[src/verilog/sar_seq_pkg.sv]
// Purpose: Shared constants and carrier types for the SAR conversion sequencer
// Assumes: 125 MHz ref_clk, 18-bit result
// Notes: All timing figures are named here and turned into cycle counts
package sar_seq_pkg;

  localparam int RES_BITS = 18;
  localparam int CLK_MHZ = 125;
  // Conversion clock divider: one bit decision per this many ns, rounded up to ref_clk cycles
  localparam int BIT_TIME_NS = 40;
  localparam int BIT_CYCLES = (BIT_TIME_NS * CLK_MHZ + 999) / 1000;
  // Settle time between opening ground switches and grounding arrays
  localparam int SETTLE_NS = 16;
  localparam int SETTLE_CYCLES = (SETTLE_NS * CLK_MHZ + 999) / 1000;
  localparam logic [7:0] BIT_CYCLES_M1 = 8'(BIT_CYCLES - 1);
  localparam logic [7:0] SETTLE_CYCLES_M1 = 8'(SETTLE_CYCLES - 1);
  localparam logic [7:0] CNT_ZERO = 8'h00;
  localparam logic [4:0] MSB_IDX = 5'h11;
  localparam logic [4:0] IDX_ZERO = 5'h00;

  // Result codes
  localparam logic [17:0] CODE_ZERO = 18'h00000;
  localparam logic [17:0] CODE_POS_FULL = 18'h1ffff;
  localparam logic [17:0] CODE_NEG_FULL = 18'h20000;
  localparam logic [17:0] SIGN_FLIP = 18'h20000;

  localparam int FIFO_WIDTH = RES_BITS;
  localparam int FIFO_DEPTH = 16;

  typedef enum logic [2:0] {
    ST_ACQUIRE = 3'b000,
    ST_OPEN_SW = 3'b001,
    ST_GROUND = 3'b011,
    ST_DECIDE = 3'b010,
    ST_FINISH = 3'b110
  } seq_state_t;

  // Analog switch controls toward the capacitor arrays
  typedef struct packed {
    logic pos_array_ground_switch;
    logic neg_array_ground_switch;
    logic arrays_to_inputs;
    logic arrays_to_ground;
    logic [17:0] bit_to_ref;
    logic power_down;
  } switch_ctl_t;

  // Comparator side inputs
  typedef struct packed {
    logic comp_high;
    logic over_range;
    logic under_range;
  } comp_in_t;

endpackage : sar_seq_pkg

[src/verilog/sar_conversion_sequencer.sv]
// Purpose: Control logic of an 18-bit successive-approximation converter
// Assumes: Comparator and range detectors are level inputs from the analog core
// Notes: Conversion is timed from ref_clk only; serial clock is read back only
`timescale 1ns/100ps
`default_nettype none
module sar_conversion_sequencer
  import sar_seq_pkg::*;
(
  input wire logic ref_clk,
  input wire logic resetn,
  input wire logic convert_start,
  input wire logic serial_in_or_select,
  input wire logic sclk,
  input wire sar_seq_pkg::comp_in_t comp_in,
  output sar_seq_pkg::switch_ctl_t switch_ctl,
  output logic serial_result_out,
  output logic serial_result_out_oe_n,
  output logic [17:0] result,
  output logic result_valid,
  output logic chain_mode,
  output logic busy
);
  import sar_seq_pkg::*;

  // ----------------------------------------------------------------
  // Pin synchronisers
  // ----------------------------------------------------------------
  // Comparator bits are levels, so one cycle of skew between them is harmless
  logic [1:0] start_s_r;
  logic [1:0] sel_s_r;
  logic [1:0] sck_s_r;
  logic [2:0] cmp_s1_r;
  logic [2:0] cmp_s2_r;

  always_ff @(posedge ref_clk or negedge resetn) begin
    if (!resetn) begin
      start_s_r <= '0;
      sel_s_r <= '0;
      sck_s_r <= '0;
      cmp_s1_r <= '0;
      cmp_s2_r <= '0;
    end else begin
      start_s_r <= {start_s_r[0], convert_start};
      sel_s_r <= {sel_s_r[0], serial_in_or_select};
      sck_s_r <= {sck_s_r[0], sclk};
      cmp_s1_r <= comp_in;
      cmp_s2_r <= cmp_s1_r;
    end
  end

  logic start_q;
  logic sel_q;
  logic sck_q;
  comp_in_t cmp_q;
  assign start_q = start_s_r[1];
  assign sel_q = sel_s_r[1];
  assign sck_q = sck_s_r[1];
  assign cmp_q = comp_in_t'(cmp_s2_r);

  // ----------------------------------------------------------------
  // Sequencer state
  // ----------------------------------------------------------------
  typedef struct packed {
    seq_state_t state;
    logic busy;
    logic start_d;
    logic sck_d;
    logic chain;
    logic [7:0] cnt;
    logic [4:0] idx;
    logic [17:0] trial;
    logic over;
    logic under;
    switch_ctl_t sw;
    logic [17:0] res;
    logic res_valid;
    logic push;
    logic ser_bit;
    logic ser_oe_n;
  } seq_st_t;

  seq_st_t st_r;
  seq_st_t st_nxt;

  logic start_rise;
  logic start_taken;
  logic sclk_fall;
  logic select_enable;
  logic chain_enable;
  logic selected;
  logic ser_enable;
  logic fifo_in_ready;
  logic fifo_out_valid;
  logic [17:0] fifo_out_data;
  logic shf_load;
  logic shf_bit;
  logic shf_drive;

  // ----------------------------------------------------------------
  // Start detection and readback select
  // ----------------------------------------------------------------
  assign start_rise = start_q && !st_r.start_d;
  // Start is refused while the FIFO is full so no result is dropped
  assign start_taken = start_rise && fifo_in_ready;
  // Serial clock is only watched for readback, never for conversion steps
  assign sclk_fall = st_r.sck_d && !sck_q;
  // Select mode: a low select pin or a low convert_start enables the output
  assign select_enable = !(sel_q && start_q);
  // Chain mode: results are read while convert_start stays high
  assign chain_enable = start_q;
  assign selected = (st_r.state == ST_ACQUIRE) &&
                    (st_r.chain ? chain_enable : select_enable);
  // Output lets go in the cycle selection ends, not a cycle after the shifter
  assign ser_enable = shf_drive && selected;
  // Next result leaves the FIFO when the previous readback is idle
  assign shf_load = fifo_out_valid && !selected && !shf_drive;

  // ----------------------------------------------------------------
  // Next-state logic
  // ----------------------------------------------------------------
  always_comb begin
    st_nxt = st_r;
    st_nxt.start_d = start_q;
    st_nxt.sck_d = sck_q;
    st_nxt.push = 1'b0;
    st_nxt.ser_bit = shf_bit;
    st_nxt.ser_oe_n = !ser_enable;
    case (st_r.state)
      ST_ACQUIRE: begin
        // Arrays sample the inputs, core idles powered down
        st_nxt.sw.pos_array_ground_switch = 1'b1;
        st_nxt.sw.neg_array_ground_switch = 1'b1;
        st_nxt.sw.arrays_to_inputs = 1'b1;
        st_nxt.sw.arrays_to_ground = 1'b0;
        st_nxt.sw.bit_to_ref = CODE_ZERO;
        st_nxt.sw.power_down = 1'b1;
        if (start_taken) begin
          st_nxt.chain = !sel_q;
          st_nxt.state = ST_OPEN_SW;
          st_nxt.sw.power_down = 1'b0;
          st_nxt.sw.pos_array_ground_switch = 1'b0;
          st_nxt.sw.neg_array_ground_switch = 1'b0;
          st_nxt.cnt = SETTLE_CYCLES_M1;
          st_nxt.res_valid = 1'b0;
        end
      end
      ST_OPEN_SW: begin
        if (st_r.cnt == CNT_ZERO) begin
          // Inputs let go only after the ground switches have opened
          st_nxt.sw.arrays_to_inputs = 1'b0;
          st_nxt.sw.arrays_to_ground = 1'b1;
          st_nxt.cnt = SETTLE_CYCLES_M1;
          st_nxt.state = ST_GROUND;
        end else begin
          st_nxt.cnt = st_r.cnt - 8'h01;
        end
      end
      ST_GROUND: begin
        if (st_r.cnt == CNT_ZERO) begin
          st_nxt.idx = MSB_IDX;
          st_nxt.trial = SIGN_FLIP;
          st_nxt.sw.bit_to_ref = SIGN_FLIP;
          st_nxt.cnt = BIT_CYCLES_M1;
          // Range flags are caught once, from the held sample, before any trial
          st_nxt.over = cmp_q.over_range;
          st_nxt.under = cmp_q.under_range;
          st_nxt.state = ST_DECIDE;
        end else begin
          st_nxt.cnt = st_r.cnt - 8'h01;
        end
      end
      ST_DECIDE: begin
        if (st_r.cnt == CNT_ZERO) begin
          // Comparator is two flops late; the bit time leaves room for that
          // Keep the trial bit when the array is still below the held input
          st_nxt.trial[st_r.idx] = cmp_q.comp_high;
          if (st_r.idx == IDX_ZERO) begin
            st_nxt.state = ST_FINISH;
          end else begin
            st_nxt.trial[st_r.idx - 5'h01] = 1'b1;
            st_nxt.idx = st_r.idx - 5'h01;
            st_nxt.cnt = BIT_CYCLES_M1;
          end
          st_nxt.sw.bit_to_ref = st_nxt.trial;
        end else begin
          st_nxt.cnt = st_r.cnt - 8'h01;
        end
      end
      ST_FINISH: begin
        // Offset binary from the array becomes two's complement by a sign flip
        if (st_r.over) begin
          st_nxt.res = CODE_POS_FULL;
        end else if (st_r.under) begin
          st_nxt.res = CODE_NEG_FULL;
        end else begin
          st_nxt.res = st_r.trial ^ SIGN_FLIP;
        end
        st_nxt.res_valid = 1'b1;
        st_nxt.push = 1'b1;
        st_nxt.state = ST_ACQUIRE;
        st_nxt.sw.bit_to_ref = CODE_ZERO;
        st_nxt.sw.arrays_to_ground = 1'b0;
        st_nxt.sw.arrays_to_inputs = 1'b1;
        st_nxt.sw.pos_array_ground_switch = 1'b1;
        st_nxt.sw.neg_array_ground_switch = 1'b1;
        st_nxt.sw.power_down = 1'b1;
      end
      default: begin
        st_nxt.state = ST_ACQUIRE;
      end
    endcase
    // Busy is registered beside the state so the port comes from a flop
    st_nxt.busy = (st_nxt.state != ST_ACQUIRE);
  end

  // ----------------------------------------------------------------
  // State register
  // ----------------------------------------------------------------
  always_ff @(posedge ref_clk or negedge resetn) begin
    if (!resetn) begin
      // Reset leaves the arrays sampling, the core powered down, no result
      st_r <= '0;
      st_r.state <= ST_ACQUIRE;
      st_r.busy <= 1'b0;
      st_r.start_d <= 1'b0;
      st_r.sck_d <= 1'b0;
      st_r.chain <= 1'b0;
      st_r.cnt <= CNT_ZERO;
      st_r.idx <= IDX_ZERO;
      st_r.trial <= CODE_ZERO;
      st_r.over <= 1'b0;
      st_r.under <= 1'b0;
      st_r.res <= CODE_ZERO;
      st_r.res_valid <= 1'b0;
      st_r.push <= 1'b0;
      st_r.ser_bit <= 1'b0;
      st_r.sw.bit_to_ref <= CODE_ZERO;
      st_r.sw.pos_array_ground_switch <= 1'b1;
      st_r.sw.neg_array_ground_switch <= 1'b1;
      st_r.sw.arrays_to_inputs <= 1'b1;
      st_r.sw.arrays_to_ground <= 1'b0;
      st_r.sw.power_down <= 1'b1;
      st_r.ser_oe_n <= 1'b1;
    end else begin
      st_r <= st_nxt;
    end
  end

  // ----------------------------------------------------------------
  // Result buffering and readback
  // ----------------------------------------------------------------
  // One result per conversion; full FIFO holds off new starts
  result_fifo #(
    .WIDTH(FIFO_WIDTH),
    .DEPTH(FIFO_DEPTH)
  ) u_fifo (
    .ref_clk(ref_clk),
    .resetn(resetn),
    .in_valid(st_r.push),
    .in_ready(fifo_in_ready),
    .in_data(st_r.res),
    .out_valid(fifo_out_valid),
    .out_ready(shf_load),
    .out_data(fifo_out_data)
  );

  // Chain data comes from the select pin, synchronised like the other pins
  serial_shifter u_shf (
    .ref_clk(ref_clk),
    .resetn(resetn),
    .selected(selected),
    .sclk_fall(sclk_fall),
    .chain_in(sel_q),
    .load(shf_load),
    .load_data(fifo_out_data),
    .out_bit(shf_bit),
    .out_drive(shf_drive)
  );

  // ----------------------------------------------------------------
  // Outputs
  // ----------------------------------------------------------------
  assign switch_ctl = st_r.sw;
  assign serial_result_out = st_r.ser_bit;
  assign serial_result_out_oe_n = st_r.ser_oe_n;
  assign result = st_r.res;
  assign result_valid = st_r.res_valid;
  assign chain_mode = st_r.chain;
  assign busy = st_r.busy;
endmodule : sar_conversion_sequencer
`default_nettype wire

[src/verilog/result_fifo.sv]
// Purpose: Flop-based FIFO holding finished conversion results
// Assumes: Single clock, one push and one pop per cycle at most
// Notes: Full and empty are exact; ready drops when full
`timescale 1ns/100ps
`default_nettype none
module result_fifo #(
  parameter int WIDTH = 18,
  parameter int DEPTH = 16
) (
  input wire logic ref_clk,
  input wire logic resetn,
  input wire logic in_valid,
  output logic in_ready,
  input wire logic [WIDTH-1:0] in_data,
  output logic out_valid,
  input wire logic out_ready,
  output logic [WIDTH-1:0] out_data
);
  localparam int AW = $clog2(DEPTH);

  typedef struct packed {
    logic [AW-1:0] wr;
    logic [AW-1:0] rd;
    logic [AW:0] count;
  } fifo_st_t;

  fifo_st_t st_r;
  fifo_st_t st_nxt;
  logic [WIDTH-1:0] mem_r [DEPTH];
  logic push;
  logic pop;

  assign in_ready = (st_r.count != (AW+1)'(DEPTH));
  assign out_valid = (st_r.count != '0);
  assign out_data = mem_r[st_r.rd];
  assign push = in_valid && in_ready;
  assign pop = out_valid && out_ready;

  always_comb begin
    st_nxt = st_r;
    if (push) begin
      st_nxt.wr = st_r.wr + 1'b1;
    end
    if (pop) begin
      st_nxt.rd = st_r.rd + 1'b1;
    end
    st_nxt.count = st_r.count + (AW+1)'(push) - (AW+1)'(pop);
  end

  always_ff @(posedge ref_clk or negedge resetn) begin
    if (!resetn) begin
      st_r <= '0;
    end else begin
      st_r <= st_nxt;
    end
  end

  // Storage: one generate entry per word, written by index
  genvar g;
  generate
    for (g = 0; g < DEPTH; g++) begin : g_mem
      always_ff @(posedge ref_clk or negedge resetn) begin
        if (!resetn) begin
          mem_r[g] <= '0;
        end else if (push && (st_r.wr == AW'(g))) begin
          mem_r[g] <= in_data;
        end
      end
    end
  endgenerate
endmodule : result_fifo
`default_nettype wire

[src/verilog/serial_shifter.sv]
// Purpose: Shifts one result out MSB first in step with the host serial clock
// Assumes: Serial clock and select already synchronised to ref_clk
// Notes: MSB appears on select, then one bit per falling serial clock edge
`timescale 1ns/100ps
`default_nettype none
module serial_shifter
  import sar_seq_pkg::*;
(
  input wire logic ref_clk,
  input wire logic resetn,
  input wire logic selected,
  input wire logic sclk_fall,
  input wire logic chain_in,
  input wire logic load,
  input wire logic [17:0] load_data,
  output logic out_bit,
  output logic out_drive
);
  typedef struct packed {
    logic [17:0] sh;
    logic [4:0] left;
    logic active;
    logic sel_d;
  } shf_st_t;

  shf_st_t st_r;
  shf_st_t st_nxt;

  always_comb begin
    st_nxt = st_r;
    st_nxt.sel_d = selected;
    if (load) begin
      st_nxt.sh = load_data;
      st_nxt.active = 1'b0;
    end else if (selected && !st_r.sel_d) begin
      st_nxt.active = 1'b1;
      st_nxt.left = MSB_IDX;
    end else if (!selected) begin
      st_nxt.active = 1'b0;
    end else if (st_r.active && sclk_fall) begin
      // Chain input fills from the bottom so cascaded results follow
      st_nxt.sh = {st_r.sh[16:0], chain_in};
      if (st_r.left == IDX_ZERO) begin
        st_nxt.active = 1'b0;
      end else begin
        st_nxt.left = st_r.left - 5'h01;
      end
    end
  end

  always_ff @(posedge ref_clk or negedge resetn) begin
    if (!resetn) begin
      st_r <= '0;
    end else begin
      st_r <= st_nxt;
    end
  end

  assign out_bit = st_r.sh[17];
  assign out_drive = st_r.active;
endmodule : serial_shifter
`default_nettype wire

[config.mk]
export PLATFORM = sky130hd
export DESIGN_NAME = sar_conversion_sequencer
export DESIGN_NICKNAME = d
export VERILOG_FILES = /design/src/verilog/sar_seq_pkg.sv /design/src/verilog/sar_conversion_sequencer.sv /design/src/verilog/result_fifo.sv /design/src/verilog/serial_shifter.sv
export SDC_FILE = /design/constraint.sdc
export NUM_CORES = 1
export LEC_CHECK = 0
export BUFFER_PORTS_ARGS = -buffer_cell sky130_fd_sc_hd__buf_4
export CORE_UTILIZATION = 48
export DETAILED_ROUTE_END_ITERATION = 16
export HOLD_SLACK_MARGIN = 0.1
export PLACE_DENSITY = 0.73
export RECOVER_POWER = 100
export SLEW_MARGIN = 20
export SYNTH_ARGS = -nofsm -noshare
export SYNTH_HDL_FRONTEND = slang
export SYNTH_HIERARCHICAL = 1
export SYNTH_SLANG_ARGS = --single-unit
[constraint.sdc]
create_clock -name ref_clk -period 2.8 [get_ports ref_clk]
set_input_delay 0.28 -clock ref_clk [delete_from_list [all_inputs] [get_ports ref_clk]]
set_output_delay 0.28 -clock ref_clk [all_outputs]
set_load 0.02 [all_outputs]
Yosys cells after proc, flatten, opt, wreduce, memory -nomap -nowiden
Index checks and enable logic that the tools add are counted.
{"block": "op_classes", "n_addsub": 7, "mul": 0, "div": 0, "n_lt_le_gt_ge": 5, "n_eq_ne": 30, "shifts": 0, "n_mux": 47, "n_bitwise": 4, "reduce_logical": 66}
{"cell": "$mux 18", "n": 8}
{"cell": "$bmux 18 s4", "n": 1}
{"cell": "$pmux 18 s3", "n": 1}
{"cell": "$mux 23", "n": 2}
{"cell": "$pmux 23 s2", "n": 1}
{"cell": "$eq 4x4->1 const B", "n": 8}
{"cell": "$mux 8", "n": 4}
{"cell": "$pmux 8 s4", "n": 1}
{"cell": "$mux 31", "n": 1}
{"cell": "$logic_and 1x1->1", "n": 30}
{"cell": "$mux 25", "n": 1}
{"cell": "$mux 24", "n": 1}
{"cell": "$bwmux 18", "n": 1}
{"cell": "$or 18x18->18", "n": 1}
{"cell": "$eq 4x3->1 const B", "n": 4}
{"cell": "$mux 3", "n": 5}
{"cell": "$reduce_bool 2->1", "n": 7}
{"cell": "$lt 5x6->1 const B", "n": 2}
{"cell": "$ne 2x2->1 const B", "n": 6}
{"cell": "$pmux 3 s4", "n": 1}
{"cell": "$reduce_and 3->1", "n": 4}
{"cell": "$demux 1 s5", "n": 2}
{"cell": "$ge 5x1->1 const B", "n": 2}
{"cell": "$logic_not 5->1", "n": 2}
{"cell": "33 further kinds", "n": 63}
{"block": "word_totals", "reg_bits": 423, "latchBits": 0, "mem_bits_rw": 0, "rom_bits": 0, "output_inout_bits": 46, "word_cells": 208, "memories": 0}

Depth between registers and ports, before layout
{"block": "logic_depth", "ltp_word": 9, "ltp_mapped": 16}

By module
Netlist, hierarchy kept.
{"mod": "result_fifo", "n_inst": 1, "cells_each": 929, "area_each_um2": 14330.0, "seq_area_each_um2": 7532.2}
{"mod": "sar_conversion_sequencer", "n_inst": 1, "cells_each": 507, "area_each_um2": 4832.1, "seq_area_each_um2": 2381.0}
{"mod": "serial_shifter", "n_inst": 1, "cells_each": 114, "area_each_um2": 1193.6, "seq_area_each_um2": 625.6}

Worst setup path after synthesis
No wires, ideal clock.
{"block": "synth_path", "path_kind": "reg2reg", "from": "register st_r[84] (netlist name)", "to": "register u_fifo/st_r[4] (netlist name)", "t_arrival_ps": 2927, "required_time_ps": 2720, "slack_ps": -207, "path_stages_with_launch": 15, "n_path_buf": 2, "period_less_slack_ps": 3007, "path_cell_list": "dfrtp_1 -> clkbuf_1 -> nor4_1 -> nor3b_1 -> and2_1 -> clkbuf_1 -> ha_1 -> inv_1 -> ha_1 -> inv_1 -> fa_1 -> inv_1 -> a21oi_1 -> o21bai_1 -> xnor2_1"}
{"element": "start: declaration", "line_no": "sar_conversion_sequencer.sv:82", "text": "seq_st_t st_r;"}
{"element": "start signal: assignment", "line_no": "sar_conversion_sequencer.sv:245", "text": "st_r <= st_nxt;"}
{"element": "end signal: assignment", "line_no": "result_fifo.sv:54", "text": "st_r <= st_nxt;"}
{"element": "end: declaration", "line_no": "result_fifo.sv:27", "text": "fifo_st_t st_r;"}

==> flow_metrics.tcl <==
set metrics [dict create \
    start_kind "flop" \
    cap_violations 0 \
    hold_class "flop to flop" \
    cpMaxStageDelayCell "or4b_4" \
    critPathMaxStageDelay_ns 0.47 \
    path_buf_inv 4 \
    ant_nets 0 \
    grt-ovfl-total 0 \
    synth-edff-count 0 \
    grt_pass1_wl_microns 75900 \
    fmax_mhz 361 \
    synth_nets 1578 \
    p_seq_frac 0.398 \
    drtIter0Drc 944 \
    clk_path_buf_depth 3 \
    dp_hpwl_microns 29700 \
    initial_utilization 0.486 \
    slew_headroom 0.0790 \
    grtUsageTotal 0.223 \
    nFillCells 3472 \
    crit_fanout 2 \
    die_h_microns 208 \
    switchingPower_w 0.00626 \
    crit_arrival_ns 3.24 \
    cts_inserted_buffers 44 \
    grt_max_degree 99 \
    first_global_vias 13300 \
    drive_gt1_frac 0.332 \
    syn_to_final_growth_pct 10.7 \
    gp_congestion 0.946 \
    clk_pin_slew_worst_paths_ns 0.06 \
    ys_seq_elements 421 \
    setup_viol 0 \
    p_leak_nw 11.1 \
    clkSinkCount 421 \
    ys.flop_type "dfrtp_1" \
    cts_tree "yes" \
    p_sw_frac 0.342 \
    cp_top_family "adder cells" \
    cts-root-buf "clkbuf_16" \
    critical_path_class "flop to flop" \
    clockPowerShare 0.312 \
    use_met2 0.382 \
    final_cells 2149 \
    yosysTopAreaCell "dfrtp_1" \
    port_buffers 53 \
    peakVddDrop_mv 0.700 \
    fin_skew_ns 0.0141 \
    p_total_w 0.0183 \
    vias 12600 \
    rows 75 \
    synth-seq-area-share 0.518 \
    power.density_nw_per_um2 813 \
    grt.busiest_layer "met2" \
    netlist_instances 1550 \
    coreArea_sq_um 41900 \
    yosys-top-cells-area "dfrtp_1 (51%), mux2_2 (12%), mux2_4 (5.2%)" \
    worst_slew_pin_slew_ns 1.38 \
    multi_input_area_sq_um 8890 \
    power_frac_comb 0.291 \
    routedWlPerCell_microns 21.9 \
    period_minus_slack_ns 2.77 \
    insertion_delay_ns 0.55 \
    crit_required_ns 3.26 \
    avgSynthCellArea_sq_um 13.1 \
    seq_area_sq_um 10500 \
    drcViolationCount 0 \
    grtUsageMet3 0.0308 \
    dr.pass1.iters 7 \
    cp-end-kind "flop" \
    cpMostUsedCell "inv_2" \
    yosysMostFrequentCell "dfrtp_1" \
    netlist_top_cells_count "dfrtp_1 (418), mux2_2 (223), nand2_1 (117), mux2i_1 (105), o21ai_0 (79)" \
    synth_top_cell_area_share 0.514 \
    crit_chain "inv_2 -> ha_4 -> or4b_4 -> nor3b_4 -> and2_4 -> ha_4 -> inv_2 -> ha_4 -> inv_2 -> fa_2 -> inv_2 -> a21oi_1 -> o21bai_1 -> xnor2_1" \
    finalCritPeriodShare 0.990 \
    synthesis.area_sq_um 20400 \
    n_antenna_cell 0 \
    fin_nets 1606 \
    ys_async_sr_fraction 1.00 \
    ys_warn_count 6 \
    via_per_inst 5.88 \
    maxSlewViolCount 0 \
    io_pins 54 \
    antenna_found_initial 0 \
    placed_cells 2057 \
    outcome "finished clean" \
    htree_levels 2 \
    synthDistinctLibCells 75 \
    grtUsageMet1 0.290 \
    die_area_sq_um 43200 \
    drt_wl_total_microns 47100 \
    hold_viol_final 0 \
    fp.dieW_microns 208 \
    p_int_w 0.0121 \
]
==> kinds of logic (layout without fill, tap and decap cells) <==
| family | after synthesis | count (layout) | share of synthesized area |
|---|---|---|---|
| flops | 421 | 421 | 0.518 |
| buf+inv | 173 | 233 | 0.0486 |
| mux | 436 | 436 | 0.268 |
| simple gates | 255 | 255 | 0.0760 |
| xor+xnor | 13 | 13 | 0.00559 |
| compound gates | 232 | 232 | 0.0716 |
| fa+ha+maj | 20 | 20 | 0.0127 |
==> stage by stage <==
stage / util / cell area (sq um) / setup WS, ns / hold slack [ns] / TNS (ns)
final: 0.538 / 22500 / 0.0269 / 0.350 / 0
after global placement: 0.505 / 21100 / 0.0645 / 0.331 / 0
after CTS: 0.541 / 22700 / 0.00836 / 0.353 / 0
after detailed placement: 0.505 / 21100 / -0.0123 / 0.339 / -0.0123
after global routing: 0.538 / 22500 / -0.0687 / 0.356 / -0.0687
after floorplan: - / 20400 / 0.0310 / -0.0156 / 0
==> power groups by stage <==
stage | Clock, W | Combinational [W] | Sequential (W)
floorplan | 0 | 0.00381 | 0.00697
global placement | 0 | 0.00506 | 0.00736
detailed placement | 0 | 0.00514 | 0.00739
CTS | 0.00584 | 0.00523 | 0.00728
global route | 0.00612 | 0.00580 | 0.00736
finish | 0.00571 | 0.00533 | 0.00728
==> placed cells by master (no fill, tap or decap), types with 7 or more instances in the layout <==
cell type	synthesis	layout
mux2i_1	105	105
nand4_1	9	9
a22oi_1	19	19
dlygate4sd3_1	0	7
nor2_1	29	29
a31oi_1	8	8
inv_1	26	21
o21ai_1	8	8
xnor2_1	8	8
buf_4	46	69
clkbuf_8	0	12
nand2_1	117	117
mux4_2	36	36
a21oi_1	48	48
nor2b_1	8	7
dfrtp_1	418	416
mux2_4	71	71
nand3b_1	10	10
nor3_1	10	10
a221oi_1	36	36
clkbuf_4	0	9
nand2b_1	7	7
o21ai_0	79	79
clkbuf_1	49	43
ha_1	19	16
a21o_1	15	15
mux2_2	223	223
clkbuf_16	0	45
clkinv_2	0	8
==> registers in the layout, summed over array words and instances, names as in the netlist <==
| name | flops |
|---|---|
| u_shf/st_r | 23 |
| serial_result_out_oe_n | 1 |
| result_valid | 1 |
| cmp_s1_r | 3 |
| serial_result_out | 1 |
| u_fifo/mem_r | 288 |
| busy | 1 |
| sel_s_r | 2 |
| result | 18 |
| u_fifo/st_r | 13 |
| u_shf/out_bit | 1 |
| switch_ctl | 21 |
| chain_mode | 1 |
| u_shf/out_drive | 1 |
| st_r | 39 |
| start_s_r | 2 |
| sck_s_r | 2 |
| cmp_q | 3 |
==> path summary, 6_finish.rpt <==
check / start / end / slack [ns] / depth (start not counted)
worst max-delay path: u_fifo/st_r[2] / u_fifo/st_r[4] / 0.03 / 14
worst min-delay path: cmp_s1_r[1] / cmp_q[1] / 0.35 / 0
worst max register to register: u_fifo/st_r[2] / u_fifo/st_r[4] / 0.03 / 14
worst min register to register: cmp_s1_r[1] / cmp_q[1] / 0.35 / 0
max in group asynchronous: resetn / switch_ctl[19] / 0.49 / 3
min in group asynchronous: resetn / u_fifo/mem_r[192] / 0.65 / 2
==> metal layers <==
| layer | share of wire | routed length (microns) |
|---|---|---|
| met3 | 0.038 | 1770 |
| met5 | 0 | 0 |
| met2 | 0.51 | 23800 |
| met4 | 0.032 | 1510 |
| met1 | 0.42 | 20000 |
==> final cells by class <==
type | count | share of cell area
Tap cell | 539 | 0.0299
Clock inverter | 11 | 0.00394
Timing Repair Buffer | 127 | 0.0399
Sequential cell | 421 | 0.468
Inverter | 28 | 0.00466
Multi-Input combinational cell | 956 | 0.395
Clock buffer | 67 | 0.0590
==> timing repair <==
| item | 4_1_cts | 5_1_grt |
|---|---|---|
| hold buffers | 7 | 0 |
| gates resized for setup | 4 | 9 |
| setup buffers | 2 | 5 |
| hold endpoints to repair | 92 | 0 |
| setup endpoints to repair | 1 | 1 |
| pin swaps | 2 | 5 |
Power figures use the tool's default switching activity.
